==> config.mk <==
export PLATFORM = sky130hd
export DESIGN_NAME = vectored_interrupt_controller
export DESIGN_NICKNAME = d
export VERILOG_FILES = /design/src/common/vic_pkg.sv /design/src/common/arb_if.sv /design/src/rtl/vectored_interrupt_controller.sv /design/src/rtl/vic_arbiter.sv
export SDC_FILE = /design/constraint.sdc
export NUM_CORES = 1
export LEC_CHECK = 0
export BUFFER_PORTS_ARGS = -buffer_cell sky130_fd_sc_hd__buf_2
export CAP_MARGIN = 0
export CORE_MARGIN = 2
export CORE_UTILIZATION = 47
export DETAILED_ROUTE_END_ITERATION = 10
export PLACE_DENSITY_LB_ADDON = 0.05
export REMOVE_ABC_BUFFERS = 1
export SLEW_MARGIN = 20
export SYNTH_ARGS = -nofsm -noshare
export SYNTH_HDL_FRONTEND = slang
export SYNTH_SLANG_ARGS = --single-unit
==> constraint.sdc <==
create_clock -name CORE_CLK_I -period 7.3 [get_ports CORE_CLK_I]
set_input_delay 0.73 -clock CORE_CLK_I [delete_from_list [all_inputs] [get_ports CORE_CLK_I]]
set_output_delay 0.73 -clock CORE_CLK_I [all_outputs]
set_load 0.01 [all_outputs]
==> src/common/vic_pkg.sv <==
/*
 Constants shared by the interrupt controller and its arbiter: register
 indices, field masks, vector addresses and source codes.
 Assumes a 32-bit AHB-Lite register bus, one aligned word per register.
*/
package vic_pkg;

   // ----------------------------------------------------------------
   // Sizes
   // ----------------------------------------------------------------
   localparam int NUM_GROUPS = 3;
   localparam int NUM_SRC    = 24;

   // ----------------------------------------------------------------
   // Register indices (byte address is four times the index)
   // ----------------------------------------------------------------
   localparam logic [11:0] IDX_REQ [NUM_GROUPS] =
      '{12'h0fc0, 12'h0fc3, 12'h0fc6};
   localparam logic [11:0] IDX_PH  [NUM_GROUPS] =
      '{12'h0fc1, 12'h0fc4, 12'h0fc7};
   localparam logic [11:0] IDX_PL  [NUM_GROUPS] =
      '{12'h0fc2, 12'h0fc5, 12'h0fc8};
   localparam logic [11:0] IDX_CTRL = 12'h0fcf;
   localparam logic [17:0] ADDR_HI_ZERO = 18'h0_0000;

   // ----------------------------------------------------------------
   // Fields and reset values
   // ----------------------------------------------------------------
   localparam logic [7:0] GROUP_MASK [NUM_GROUPS] =
      '{8'h79, 8'hff, 8'h0f};
   localparam logic [7:0] RESET_BYTE   = 8'h00;
   localparam int         CTRL_GIE_BIT = 7;

   // ----------------------------------------------------------------
   // Vectors and selection codes
   // ----------------------------------------------------------------
   localparam logic [15:0] VEC_BASE = 16'h0008;
   localparam logic [15:0] VEC_WDT  = 16'h0004;
   localparam logic [15:0] VEC_POSC = 16'h003a;
   localparam logic [15:0] VEC_WOSC = 16'h003c;
   localparam logic [4:0]  SEL_WDT  = 5'h18;
   localparam logic [4:0]  SEL_POSC = 5'h19;
   localparam logic [4:0]  SEL_WOSC = 5'h1a;
   localparam logic [4:0]  SEL_NONE = 5'h00;

   typedef enum logic [1:0] {
      LVL_OFF   = 2'h0,
      LVL_ONE   = 2'h1,
      LVL_TWO   = 2'h2,
      LVL_THREE = 2'h3
   } level_t;

   // ----------------------------------------------------------------
   // Bus encodings
   // ----------------------------------------------------------------
   localparam logic HRESP_OKAY = 1'h0;

endpackage

==> src/common/arb_if.sv <==
/*
 Carrier between the controller and its priority arbiter.
 Assumes sources are flattened in vector-table order, index 0 first.
*/
`timescale 1ns/100ps
interface arb_if;
   logic [23:0] pending;
   logic [23:0] prio_high;
   logic [23:0] prio_low;
   logic        win_valid;
   logic [4:0]  win_index;

   modport ctrl (
      output pending,
      output prio_high,
      output prio_low,
      input  win_valid,
      input  win_index
   );

   modport arb (
      input  pending,
      input  prio_high,
      input  prio_low,
      output win_valid,
      output win_index
   );
endinterface

==> src/rtl/vectored_interrupt_controller.sv <==
/*
 Vectored interrupt controller: request latches, priority registers,
 global enable, AHB-Lite register slave and the request to the core.
 Assumes a core that pulses CORE_ACK_I for one cycle while
 INT_REQUEST_O is high, and peripherals that pulse their requests.
*/
`timescale 1ns/100ps
module vectored_interrupt_controller (
   input  wire logic        CORE_CLK_I,
   input  wire logic        RSTN_I,
   input  wire logic        HSEL_I,
   input  wire logic [31:0] HADDR_I,
   input  wire logic [1:0]  HTRANS_I,
   input  wire logic        HWRITE_I,
   input  wire logic [2:0]  HSIZE_I,
   input  wire logic [31:0] HWDATA_I,
   input  wire logic        HREADY_I,
   output logic      [31:0] HRDATA_O,
   output logic             HREADYOUT_O,
   output logic             HRESP_O,
   input  wire logic        TIMER_ONE_REQUEST_I,
   input  wire logic        TIMER_ZERO_REQUEST_I,
   input  wire logic        SERIAL_RECEIVE_REQUEST_I,
   input  wire logic        SERIAL_TRANSMIT_REQUEST_I,
   input  wire logic        CONVERTER_REQUEST_I,
   input  wire logic        PORTA_PIN7_OR_LOWVOLT_REQUEST_I,
   input  wire logic        PORTA_PIN6_OR_COMPARATOR_REQUEST_I,
   input  wire logic [5:0]  PORTA_PIN_REQUEST_I,
   input  wire logic [3:0]  PORTC_PIN_REQUEST_I,
   input  wire logic        WATCHDOG_TIMEOUT_I,
   input  wire logic        WATCHDOG_INT_ENABLE_I,
   input  wire logic        PRIMARY_OSC_FAIL_I,
   input  wire logic        WATCHDOG_OSC_FAIL_I,
   input  wire logic        ENABLE_INTERRUPTS_INSTRUCTION_I,
   input  wire logic        DISABLE_INTERRUPTS_INSTRUCTION_I,
   input  wire logic        RETURN_FROM_INTERRUPT_INSTRUCTION_I,
   input  wire logic        TRAP_INSTRUCTION_I,
   input  wire logic        ILLEGAL_INSTRUCTION_TRAP_I,
   input  wire logic        CORE_ACK_I,
   output logic             INT_REQUEST_O,
   output logic      [15:0] INT_VECTOR_O,
   output logic             GLOBAL_INT_ENABLE_O
);

   // ----------------------------------------------------------------
   // Helpers
   // ----------------------------------------------------------------
   function automatic logic [7:0] rev8(input logic [7:0] a);
      for (int k = 0; k < 8; k++) begin
         rev8[k] = a[7-k];
      end
   endfunction

   function automatic logic [23:0] flat(input logic [7:0] a0,
                                        input logic [7:0] a1,
                                        input logic [7:0] a2);
      flat = {rev8(a2), rev8(a1), rev8(a0)};
   endfunction

   // ----------------------------------------------------------------
   // State
   // ----------------------------------------------------------------
   logic [7:0]  req        [3];
   logic [7:0]  prio_high  [3];
   logic [7:0]  prio_low   [3];
   logic [7:0]  next_req   [3];
   logic [7:0]  next_ph    [3];
   logic [7:0]  next_pl    [3];
   logic        global_int_enable;
   logic        next_gie;
   logic [1:0]  trap_pend;
   logic [1:0]  next_trap;
   logic [4:0]  sel;
   logic [4:0]  next_sel;
   logic        int_req;
   logic        next_int_req;
   logic [15:0] vec;
   logic [15:0] next_vec;
   logic        dp_write;
   logic        next_dp_write;
   logic [11:0] dp_idx;
   logic [11:0] next_dp_idx;
   logic [31:0] hrdata;
   logic [31:0] next_hrdata;

   logic [7:0]  hw         [3];
   logic [7:0]  ack_clr    [3];
   logic [23:0] hw_flat;
   logic [23:0] ack_flat;
   logic        wr_en;
   logic [7:0]  wbyte;
   logic        ap_take;
   logic        ap_ok;
   logic [11:0] ap_idx;
   logic        gie_set;
   logic        gie_clr;
   logic        wdt_active;
   logic        found;

   arb_if arb ();

   vic_arbiter u_arbiter (
      .bus (arb.arb)
   );

   // ----------------------------------------------------------------
   // Request sources
   // ----------------------------------------------------------------
   // Each pulse sets one latch per cycle it is high; a level would keep
   // re-arming the bit after acknowledge.
   always_comb begin
      hw[0] = {1'b0, TIMER_ONE_REQUEST_I, TIMER_ZERO_REQUEST_I,
               SERIAL_RECEIVE_REQUEST_I, SERIAL_TRANSMIT_REQUEST_I,
               2'h0, CONVERTER_REQUEST_I};
      hw[1] = {PORTA_PIN7_OR_LOWVOLT_REQUEST_I,
               PORTA_PIN6_OR_COMPARATOR_REQUEST_I,
               PORTA_PIN_REQUEST_I};
      hw[2] = {4'h0, PORTC_PIN_REQUEST_I};
      hw_flat = flat(hw[0], hw[1], hw[2]);
   end

   // ----------------------------------------------------------------
   // Bus slave
   // ----------------------------------------------------------------
   // Zero wait states; read data is taken from next values so a read
   // right after a write to the same word sees the written value.
   assign HREADYOUT_O = 1'b1;
   assign HRESP_O     = vic_pkg::HRESP_OKAY;
   assign HRDATA_O    = hrdata;

   always_comb begin
      ap_take = HSEL_I && HTRANS_I[1] && HREADY_I;
      ap_ok   = (HADDR_I[31:14] == vic_pkg::ADDR_HI_ZERO) &&
                (HADDR_I[1:0] == 2'h0);
      ap_idx  = ap_ok ? HADDR_I[13:2] : 12'h000;
      wr_en   = dp_write;
      wbyte   = HWDATA_I[7:0];
      next_dp_write = ap_take && HWRITE_I && ap_ok;
      next_dp_idx   = ap_take ? ap_idx : dp_idx;
   end

   // ----------------------------------------------------------------
   // Request, priority and enable registers
   // ----------------------------------------------------------------
   always_comb begin
      ack_flat = 24'h00_0000;
      if (CORE_ACK_I && int_req && (sel < 5'(vic_pkg::NUM_SRC))) begin
         ack_flat = 24'h00_0001 << sel;
      end
      ack_clr[0] = rev8(ack_flat[7:0]);
      ack_clr[1] = rev8(ack_flat[15:8]);
      ack_clr[2] = rev8(ack_flat[23:16]);
      for (int g = 0; g < vic_pkg::NUM_GROUPS; g++) begin
         next_req[g] = req[g] & ~ack_clr[g];
         next_ph[g]  = prio_high[g];
         next_pl[g]  = prio_low[g];
         if (wr_en && dp_idx == vic_pkg::IDX_REQ[g]) begin
            next_req[g] = wbyte;
         end
         if (wr_en && dp_idx == vic_pkg::IDX_PH[g]) begin
            next_ph[g] = wbyte & vic_pkg::GROUP_MASK[g];
         end
         if (wr_en && dp_idx == vic_pkg::IDX_PL[g]) begin
            next_pl[g] = wbyte & vic_pkg::GROUP_MASK[g];
         end
         // Hardware set is applied last so it beats a write or an ack
         next_req[g] = (next_req[g] | hw[g]) &
                       vic_pkg::GROUP_MASK[g];
      end
   end

   always_comb begin
      gie_set = ENABLE_INTERRUPTS_INSTRUCTION_I ||
                RETURN_FROM_INTERRUPT_INSTRUCTION_I ||
                (wr_en && dp_idx == vic_pkg::IDX_CTRL &&
                 wbyte[vic_pkg::CTRL_GIE_BIT]);
      gie_clr = DISABLE_INTERRUPTS_INSTRUCTION_I || CORE_ACK_I ||
                TRAP_INSTRUCTION_I || ILLEGAL_INSTRUCTION_TRAP_I ||
                PRIMARY_OSC_FAIL_I || WATCHDOG_OSC_FAIL_I ||
                (wr_en && dp_idx == vic_pkg::IDX_CTRL &&
                 !wbyte[vic_pkg::CTRL_GIE_BIT]);
      next_gie = gie_set ? 1'b1 :
                 gie_clr ? 1'b0 : global_int_enable;
      // Oscillator traps bypass the request registers
      next_trap = trap_pend;
      if (CORE_ACK_I && int_req && sel == vic_pkg::SEL_POSC) begin
         next_trap[0] = 1'b0;
      end
      if (CORE_ACK_I && int_req && sel == vic_pkg::SEL_WOSC) begin
         next_trap[1] = 1'b0;
      end
      next_trap = next_trap |
                  {WATCHDOG_OSC_FAIL_I, PRIMARY_OSC_FAIL_I};
   end

   // ----------------------------------------------------------------
   // Read mux
   // ----------------------------------------------------------------
   always_comb begin
      next_hrdata = hrdata;
      if (ap_take && !HWRITE_I) begin
         next_hrdata = 32'h0000_0000;
         for (int g = 0; g < vic_pkg::NUM_GROUPS; g++) begin
            if (ap_idx == vic_pkg::IDX_REQ[g]) begin
               next_hrdata[7:0] = next_req[g];
            end
            if (ap_idx == vic_pkg::IDX_PH[g]) begin
               next_hrdata[7:0] = next_ph[g];
            end
            if (ap_idx == vic_pkg::IDX_PL[g]) begin
               next_hrdata[7:0] = next_pl[g];
            end
         end
         if (ap_idx == vic_pkg::IDX_CTRL) begin
            next_hrdata[vic_pkg::CTRL_GIE_BIT] = next_gie;
         end
      end
   end

   // ----------------------------------------------------------------
   // Selection and request to the core
   // ----------------------------------------------------------------
   assign arb.pending   = flat(req[0], req[1], req[2]);
   assign arb.prio_high = flat(prio_high[0], prio_high[1], prio_high[2]);
   assign arb.prio_low  = flat(prio_low[0], prio_low[1], prio_low[2]);

   // Watchdog is a level: it stays selected while the timeout and its own enable last and global enable is set
   assign wdt_active = WATCHDOG_TIMEOUT_I && WATCHDOG_INT_ENABLE_I;

   always_comb begin
      found    = 1'b1;
      next_sel = vic_pkg::SEL_NONE;
      if (wdt_active && global_int_enable) begin
         next_sel = vic_pkg::SEL_WDT;
      end else if (trap_pend[0]) begin
         next_sel = vic_pkg::SEL_POSC;
      end else if (trap_pend[1]) begin
         next_sel = vic_pkg::SEL_WOSC;
      end else if (arb.win_valid && global_int_enable) begin
         next_sel = arb.win_index;
      end else begin
         found = 1'b0;
      end
      unique case (next_sel)
         vic_pkg::SEL_WDT:  next_vec = vic_pkg::VEC_WDT;
         vic_pkg::SEL_POSC: next_vec = vic_pkg::VEC_POSC;
         vic_pkg::SEL_WOSC: next_vec = vic_pkg::VEC_WOSC;
         default:           next_vec = vic_pkg::VEC_BASE +
                                       {10'h000, next_sel, 1'b0};
      endcase
      // Drop for one cycle on ack so the core never sees a stale grant
      next_int_req = found && !CORE_ACK_I;
   end

   assign INT_REQUEST_O       = int_req;
   assign INT_VECTOR_O        = vec;
   assign GLOBAL_INT_ENABLE_O = global_int_enable;

   // ----------------------------------------------------------------
   // Registers
   // ----------------------------------------------------------------
   always_ff @(posedge CORE_CLK_I or negedge RSTN_I) begin
      if (!RSTN_I) begin
         for (int g = 0; g < 3; g++) begin
            req[g]       <= vic_pkg::RESET_BYTE;
            prio_high[g] <= vic_pkg::RESET_BYTE;
            prio_low[g]  <= vic_pkg::RESET_BYTE;
         end
         global_int_enable <= 1'b0;
         trap_pend <= 2'h0;
         sel       <= vic_pkg::SEL_NONE;
         int_req   <= 1'b0;
         vec       <= 16'h0000;
         dp_write  <= 1'b0;
         dp_idx    <= 12'h000;
         hrdata    <= 32'h0000_0000;
      end else begin
         for (int g = 0; g < 3; g++) begin
            req[g]       <= next_req[g];
            prio_high[g] <= next_ph[g];
            prio_low[g]  <= next_pl[g];
         end
         global_int_enable <= next_gie;
         trap_pend <= next_trap;
         sel       <= next_sel;
         int_req   <= next_int_req;
         vec       <= next_vec;
         dp_write  <= next_dp_write;
         dp_idx    <= next_dp_idx;
         hrdata    <= next_hrdata;
      end
   end

   // ----------------------------------------------------------------
   // Checks
   // ----------------------------------------------------------------
   logic [1:0] max_lvl;
   logic       earlier_same;
   logic [1:0] win_lvl;

   always_comb begin
      max_lvl      = 2'h0;
      earlier_same = 1'b0;
      win_lvl = {arb.prio_high[arb.win_index], arb.prio_low[arb.win_index]};
      for (int i = 0; i < vic_pkg::NUM_SRC; i++) begin
         if (arb.pending[i] &&
             {arb.prio_high[i], arb.prio_low[i]} > max_lvl) begin
            max_lvl = {arb.prio_high[i], arb.prio_low[i]};
         end
         if (arb.pending[i] && i < int'(arb.win_index) &&
             {arb.prio_high[i], arb.prio_low[i]} == win_lvl) begin
            earlier_same = 1'b1;
         end
      end
   end
endmodule

==> src/rtl/vic_arbiter.sv <==
/*
 Combinational priority arbiter over the flattened request sources.
 Assumes the controller registers the result before it leaves the block.
*/
`timescale 1ns/100ps
module vic_arbiter (
   arb_if.arb bus
);

   function automatic vic_pkg::level_t level_of(input logic h,
                                                input logic l);
      level_of = vic_pkg::level_t'({h, l});
   endfunction

   logic       found;
   logic [4:0] idx;

   // Highest level first, then lowest index inside a level
   always_comb begin
      found = 1'b0;
      idx   = vic_pkg::SEL_NONE;
      for (int lv = 3; lv >= 1; lv--) begin
         for (int i = 0; i < vic_pkg::NUM_SRC; i++) begin
            if (!found && bus.pending[i] &&
                level_of(bus.prio_high[i], bus.prio_low[i]) ==
                vic_pkg::level_t'(lv[1:0])) begin
               found = 1'b1;
               idx   = i[4:0];
            end
         end
      end
      bus.win_valid = found;
      bus.win_index = idx;
   end

endmodule

[Word-level counts from Yosys, hierarchy flattened]
Cells that the tools add are included.
Word-level totals
  word-level logic and storage cells: 432
  output and inout bits: 52
  register bits after elaboration: 111
Cells by class
  mux-type cells: 136
  bitwise gates (word level): 10
  eq/ne operators: 76
  shift operators: 1
  add/subtract/negate cells: 1
  order comparisons: 1
  reduce and logical (&&, ||, !) cells: 190
Operators with widths (count)
  $eq 12x12->1 const B: 20
  $mux 5: 42
  $logic_and 1x1->1: 127
  $mux 8: 15
  $eq 2x2->1 const B: 34
  $mux 1: 61
  $logic_not 1->1: 53
  $mux 4: 9
  $eq 2x1->1 const B: 17
  $eq 5x5->1 const B: 5
  $mux 24: 1
  $shl 1x5->24 const A: 1
  $pmux 7 s3: 1
  $logic_not 18->1: 1
  $mux 7: 2
  $mux 12: 1
  $and 8x8->8: 1
  $logic_or 1x1->1: 8
  $not 8->8: 1
  $or 8x8->8: 1
  $add 4x6->7 const A: 1
  $and 7x7->7: 1
  $not 7->7: 1
  $or 7x7->7: 1
  other kinds (8): 10

[Longest topological paths before layout]
  depth in word-level cells: 210
  depth in mapped cells: 15
  depth with buffers taken out: 13

[By module]
A second synthesis with hierarchy kept.
Second synthesis, totals
  cells, all modules: 797
  area total of the unflattened synthesis: 7169.4 µm²
Modules (own cells, without submodules)
  vectored_interrupt_controller: area an instance 5541.6 µm², cells an instance 532, times used 1
  vic_arbiter: area an instance 1627.8 µm², cells an instance 265, times used 1

[Worst setup path after synthesis]
Ideal clock, no wire load.
  path type: flip-flop to flip-flop
  start: register req, in the netlist arb.pending[20]
  end: register vec[5] (netlist: INT_VECTOR_O[5])
  arrival: 3.162 ns
  clock period less this slack: 3.253 ns
  cell stages (with the launch flop): 14
  setup time: 0.090 ns
  data required time: 7.210 ns
  buffers on the path: 1
  setup slack: 4.047 ns
  path through: dfrtp_1 and3b_1 a31oi_1 or4b_1 or4_4 or4_4 buf_6 o21a_1 a31oi_1 inv_1 ha_1 nand2_1 a21oi_2 o221ai_1
On the way
  cells in the longest elaborated chain, start to end: 158
  elaborated cells on any way between the ends: 199
RTL lines
  from (decl): line vectored_interrupt_controller.sv:63  | logic [7:0] req [3];
  from (signal, indexed assignment): line vectored_interrupt_controller.sv:265  | req[g] <= vic_pkg::RESET_BYTE;
  from (signal, indexed assignment): line vectored_interrupt_controller.sv:279  | req[g] <= next_req[g];
  $logic_and 1x1->1 (2 in a row): line vic_arbiter.sv:24  | if (!found && bus.pending[i] &&
  $mux 1: line vic_arbiter.sv:24
  $logic_not 1->1: line vic_arbiter.sv:24
  $logic_and 1x1->1 (2 in a row): line vic_arbiter.sv:24
  $mux 1: line vic_arbiter.sv:24
  $logic_not 1->1: line vic_arbiter.sv:24
  $logic_and 1x1->1 (2 in a row): line vic_arbiter.sv:24
  $mux 1: line vic_arbiter.sv:24
  [141 not listed]
  $mux 5 (*): line vectored_interrupt_controller.sv:239  | end else if (arb.win_valid && global_int_enable) begin
  $mux 5 (*): line vectored_interrupt_controller.sv:237  | end else if (trap_pend[1]) begin
  $mux 5 (*): line vectored_interrupt_controller.sv:235  | end else if (trap_pend[0]) begin
  $mux 5 (*): line vectored_interrupt_controller.sv:233  | if (wdt_active && global_int_enable) begin
  via next_sel[2]: line vectored_interrupt_controller.sv:74  | logic [4:0] next_sel;
  $add 4x6->7 / $eq 5x5->1 (equally long branches): line vectored_interrupt_controller.sv:248, vectored_interrupt_controller.sv:244
  $pmux 7 s3 (*): line vectored_interrupt_controller.sv:244  | unique case (next_sel)
  via next_vec[5]: line vectored_interrupt_controller.sv:78  | logic [15:0] next_vec;
  to (signal assigned): line vectored_interrupt_controller.sv:287  | vec <= next_vec;
  to (decl): line vectored_interrupt_controller.sv:77  | logic [15:0] vec;
Mark *: on every way through the listed nets, which the timed path passes. The rest lies on a longest branch.
A chain may end at the register's enable or synchronous reset.

[Worst setup path in the final report]
  start: register prio_high, in the netlist arb.prio_high[20]
  end: register vec[5] (netlist: INT_VECTOR_O[5])
On the way
  cells in the longest elaborated chain, start to end: 158
  elaborated cells on any way between the ends: 201
RTL lines
  from (decl): line vectored_interrupt_controller.sv:64  | logic [7:0] prio_high [3];
  from (signal, indexed assignment): line vectored_interrupt_controller.sv:266  | prio_high[g] <= vic_pkg::RESET_BYTE;
  from (signal, indexed assignment): line vectored_interrupt_controller.sv:280  | prio_high[g] <= next_ph[g];
  $eq 2x2->1: line vic_arbiter.sv:25  | level_of(bus.prio_high[i], bus.prio_low[i]) ==
  $logic_and 1x1->1: line vic_arbiter.sv:24
  $mux 1: line vic_arbiter.sv:24
  $logic_not 1->1: line vic_arbiter.sv:24
  $logic_and 1x1->1 (2 in a row): line vic_arbiter.sv:24
  $mux 1: line vic_arbiter.sv:24
  $logic_not 1->1: line vic_arbiter.sv:24
  $logic_and 1x1->1 (2 in a row): line vic_arbiter.sv:24
  [142 not listed]
  $mux 5 (*): line vectored_interrupt_controller.sv:239
  $mux 5 (*): line vectored_interrupt_controller.sv:237
  $mux 5 (*): line vectored_interrupt_controller.sv:235
  $mux 5 (*): line vectored_interrupt_controller.sv:233
  via next_sel[3]: line vectored_interrupt_controller.sv:74
  $add 4x6->7 / $eq 5x5->1 (equally long branches): line vectored_interrupt_controller.sv:248, vectored_interrupt_controller.sv:244
  $pmux 7 s3 (*): line vectored_interrupt_controller.sv:244
  via next_vec[5]: line vectored_interrupt_controller.sv:78
Marked as above.

==> flow_summary.yaml <==
pwr:
  p_leak_nw: 2.960
  p_per_area_mw_per_mm2: 192.1
  vdd_drop_max_mv: 0.1301
worst_setup_path:
  worstSetupPathType: "flop to flop"
  r2r_start: "arb.prio_high[20]"
  crit_fanout: 5
  crit_family: "simple AND/OR/NAND/NOR gates"
  critPathArrivalTime_ns: 4.08
  crit_start: "arb.prio_high[20]"
  required_ns: 7.52
  crit_buf_inv: 0
  max_stage_delay_ns: 0.90
  cpMaxStageDelayCell: "nor4b_1"
  setup.worst_path.start_class: "flop"
  end_kind: "flop"
  crit_path_cell_trace: "and3b_1 -> a31oi_1 -> nor4b_1 -> nand4_1 -> nor2_1 -> a211oi_1 -> and3_1 -> o21ai_0 -> ha_1 -> nand2_1 -> a21oi_2 -> o221ai_1"
timing:
  fin_skew_ns: 0.007125
  hold_viol_final: 0
  clock.fmax_mhz: 258.7
  tns_ns: 0
  max_slew.worst_pin.slew_ns: 1.062
  fin_crit_sh_pct: 52.96
  setup_violations: 0
  slew_viol_final: 0
  period_minus_slack_ns: 3.866
  max_slew_margin_pct: 28.21
  grt_setup_unrepaired: "false"
grt:
  antenna_found_initial: 0
  use_met2_pct: 45.12
  grt_pass1_vias: 5274
  grt-busiest-layer: "met2"
  use_met3_pct: 3.378
  gr-usage-met1_pct: 36.88
  grt_usage_pct: 27.60
  gr-total-overflow: 0
  grt_pass1_wl_um: 29480
  grt_max_degree: 67
placement:
  dp.final_hpwl_um: 15000
  place_inst: 907
  place.gp.congestion: 0.9002
  io_buffers: 88
synth:
  synth-edff-count: 0
  ys_types: 72
  synth_cells: 664
  syn_area_mm2: 0.006128
  ys_ff_latch: 101
  synth_warnings: 0
  synth-seq-area-share_pct: 41.24
  synth-main-ff-cell: "dfrtp_1"
  syn_avg_cell_area_um2: 9.229
  synth-async-reset-ratio_pct: 100.0
clock_tree:
  cts_resized: 0
  htreeDepth: 3
  cts.root.buffer_cell: "clkbuf_16"
  numCtsBuffers: 9
  post_cts.repair.setup_buffers: 0
  clk_pin_slew_ns: 0.07
  clock_latency_ns: 0.35
  cts_max_path_buffers: 2
  ctsHoldBuffers: 0
  cts.sinks: 101
  cts_tree: "built"
hold_path:
  hp-class: "input pin to asynchronous set/reset pin"
layout:
  seqCellArea_mm2: 0.002527
  antenna_cells: 0
  syn2layout_area_growth_pct: 13.21
  nNetsFinal: 849
  final_cells: 923
  multiInputGateArea_mm2: 0.003343
  drive_above_1_share_pct: 21.17
  fillers: 1145
routing:
  wirelength_um: 18880
  wl_per_cell_um: 20.45
  viasPerCell: 6.014
  drt-initial-drc-count: 354
  vias: 5551
  dr.pass1.iters: 5
  drc: 0
  drtAntennaViolNets: 0
floorplan:
  initial_core_util_pct: 48.37
  core_mm2: 0.01267
  die-area_mm2: 0.01397
  die_x_um: 118.2
  placementRows: 41
  boundaryPins: 153
  die_y_um: 118.2
job:
  drv_cap: 0
status:
  status: "completed"
cell type report:
type	count	share of cell area, %
Inverter	15	0.8115
Timing Repair Buffer	89	6.492
Clock buffer	9	3.246
Tap cell	172	3.102
Multi-Input combinational cell	530	48.19
Clock inverter	7	1.731
Sequential cell	101	36.43
synth_stat cells, drive strengths merged (3+ instances only):
cell type	instances	share of area, %
a41oi	3	0.43
or4	3	0.51
a21oi	18	1.5
and2	18	1.8
o22ai	6	0.61
clkbuf	14	0.86
buf	39	4.8
o2bb2ai	5	1.0
nand3	33	2.7
nand2	58	3.6
or2	4	0.41
a211oi	6	0.73
nor2	67	4.1
o31a	4	0.71
o211ai	4	0.49
inv	14	0.86
mux2i	4	0.65
nor4b	3	0.43
o221ai	4	0.67
nand4	9	0.92
a211o	15	2.1
o21ai	42	3.5
nor3b	5	0.61
o31ai	4	0.49
a221o	3	0.49
and3b	8	1.1
nor3	18	1.5
mux2	35	6.4
a31oi	6	0.61
or3	5	0.51
nand2b	11	1.1
a22o	11	1.6
dfrtp	101	41
nor4	11	1.1
o21a	3	0.37
a22oi	7	0.86
and3	9	0.92
o21bai	3	0.37
nand3b	16	2.0
report_power, final:
group          internal [mW]  total [mW]  switching, mW
Sequential             0.581       0.602         0.0214
Combinational         0.0664       0.175          0.109
Clock                  0.337       0.556          0.219
path summary, 6_finish.rpt:
path	depth (start not counted)	to	slack, ns
setup / recovery	12	INT_VECTOR_O[5]	3.43
hold / removal	1	dp_idx[7]	0.31
setup reg to reg	12	INT_VECTOR_O[5]	3.43
hold reg to reg	2	arb.prio_low[16]	0.47
max in group asynchronous	2	arb.prio_low[12]	5.78
min in group CORE_CLK_I	2	arb.prio_low[16]	0.47
sequential cells by signal (all words and copies together) (netlist names), 2 cells and up:
register and count:
HRDATA_O 8, INT_VECTOR_O 6, arb.pending 17, arb.prio_high 24, arb.prio_low 24, dp_idx 12, sel 5, trap_pend 2
metrics by stage:
stage / power, mW / utilization (%) / hold slack (ns) / instance area, um2 / setup slack, ns
floorplan: 0.7032 / - / 0.4267 / 5916 / 4.094
global placement: 0.7835 / 51.94 / 0.4470 / 6581 / 3.327
detailed placement: 0.7864 / 51.98 / 0.4489 / 6586 / 3.299
CTS: 1.336 / 54.71 / 0.3307 / 6932 / 3.242
global route: 1.386 / 54.75 / 0.3607 / 6938 / 3.154
finish: 1.333 / 54.75 / 0.3106 / 6938 / 3.434
layout by cell type, fill, tap and decap left out, types with 4 or more instances in the layout:
master / count
nand3_1: 33
a211oi_1: 6
o31ai_1: 4
a21oi_1: 17
a22o_1: 11
a22oi_1: 7
nand3b_1: 15
nor3b_1: 5
and3_1: 9
nor3_1: 17
nand2_1: 58
and3b_1: 8
a31oi_1: 6
nand2b_1: 11
buf_2: 87
or2_2: 4
o211ai_1: 4
or3_1: 5
mux2i_1: 4
clkbuf_16: 9
dfrtp_1: 101
conb_1: 37
o21ai_1: 5
nor2_1: 67
nor4_1: 11
and2_1: 18
inv_1: 13
mux2_2: 35
o2bb2ai_1: 4
a211o_1: 15
o22ai_1: 6
o21ai_0: 36
nand4_1: 9
per-layer routing:
layer  wire, um  share of wire (%)  up-vias
li1           -                  -     2560
met1       7867                 42     2679
met2       8989                 48      268
met3       1418                7.5       44
met4        600                3.2        0
met5          0                  0        -
cells by family after synthesis:
kind of cell	after synthesis	share of synthesized area (%)
AOI/OAI and AO/OA	163	19.54
and+or+nand+nor	288	24.81
DFF	101	41.24
muxes	39	7.085
adders and majority gates	2	0.4083
buffers and inverters	68	6.533
xor gates and xnor gates	1	0.2655
other	2	0.1225
Note: power is estimated with default switching activity, not from simulation.
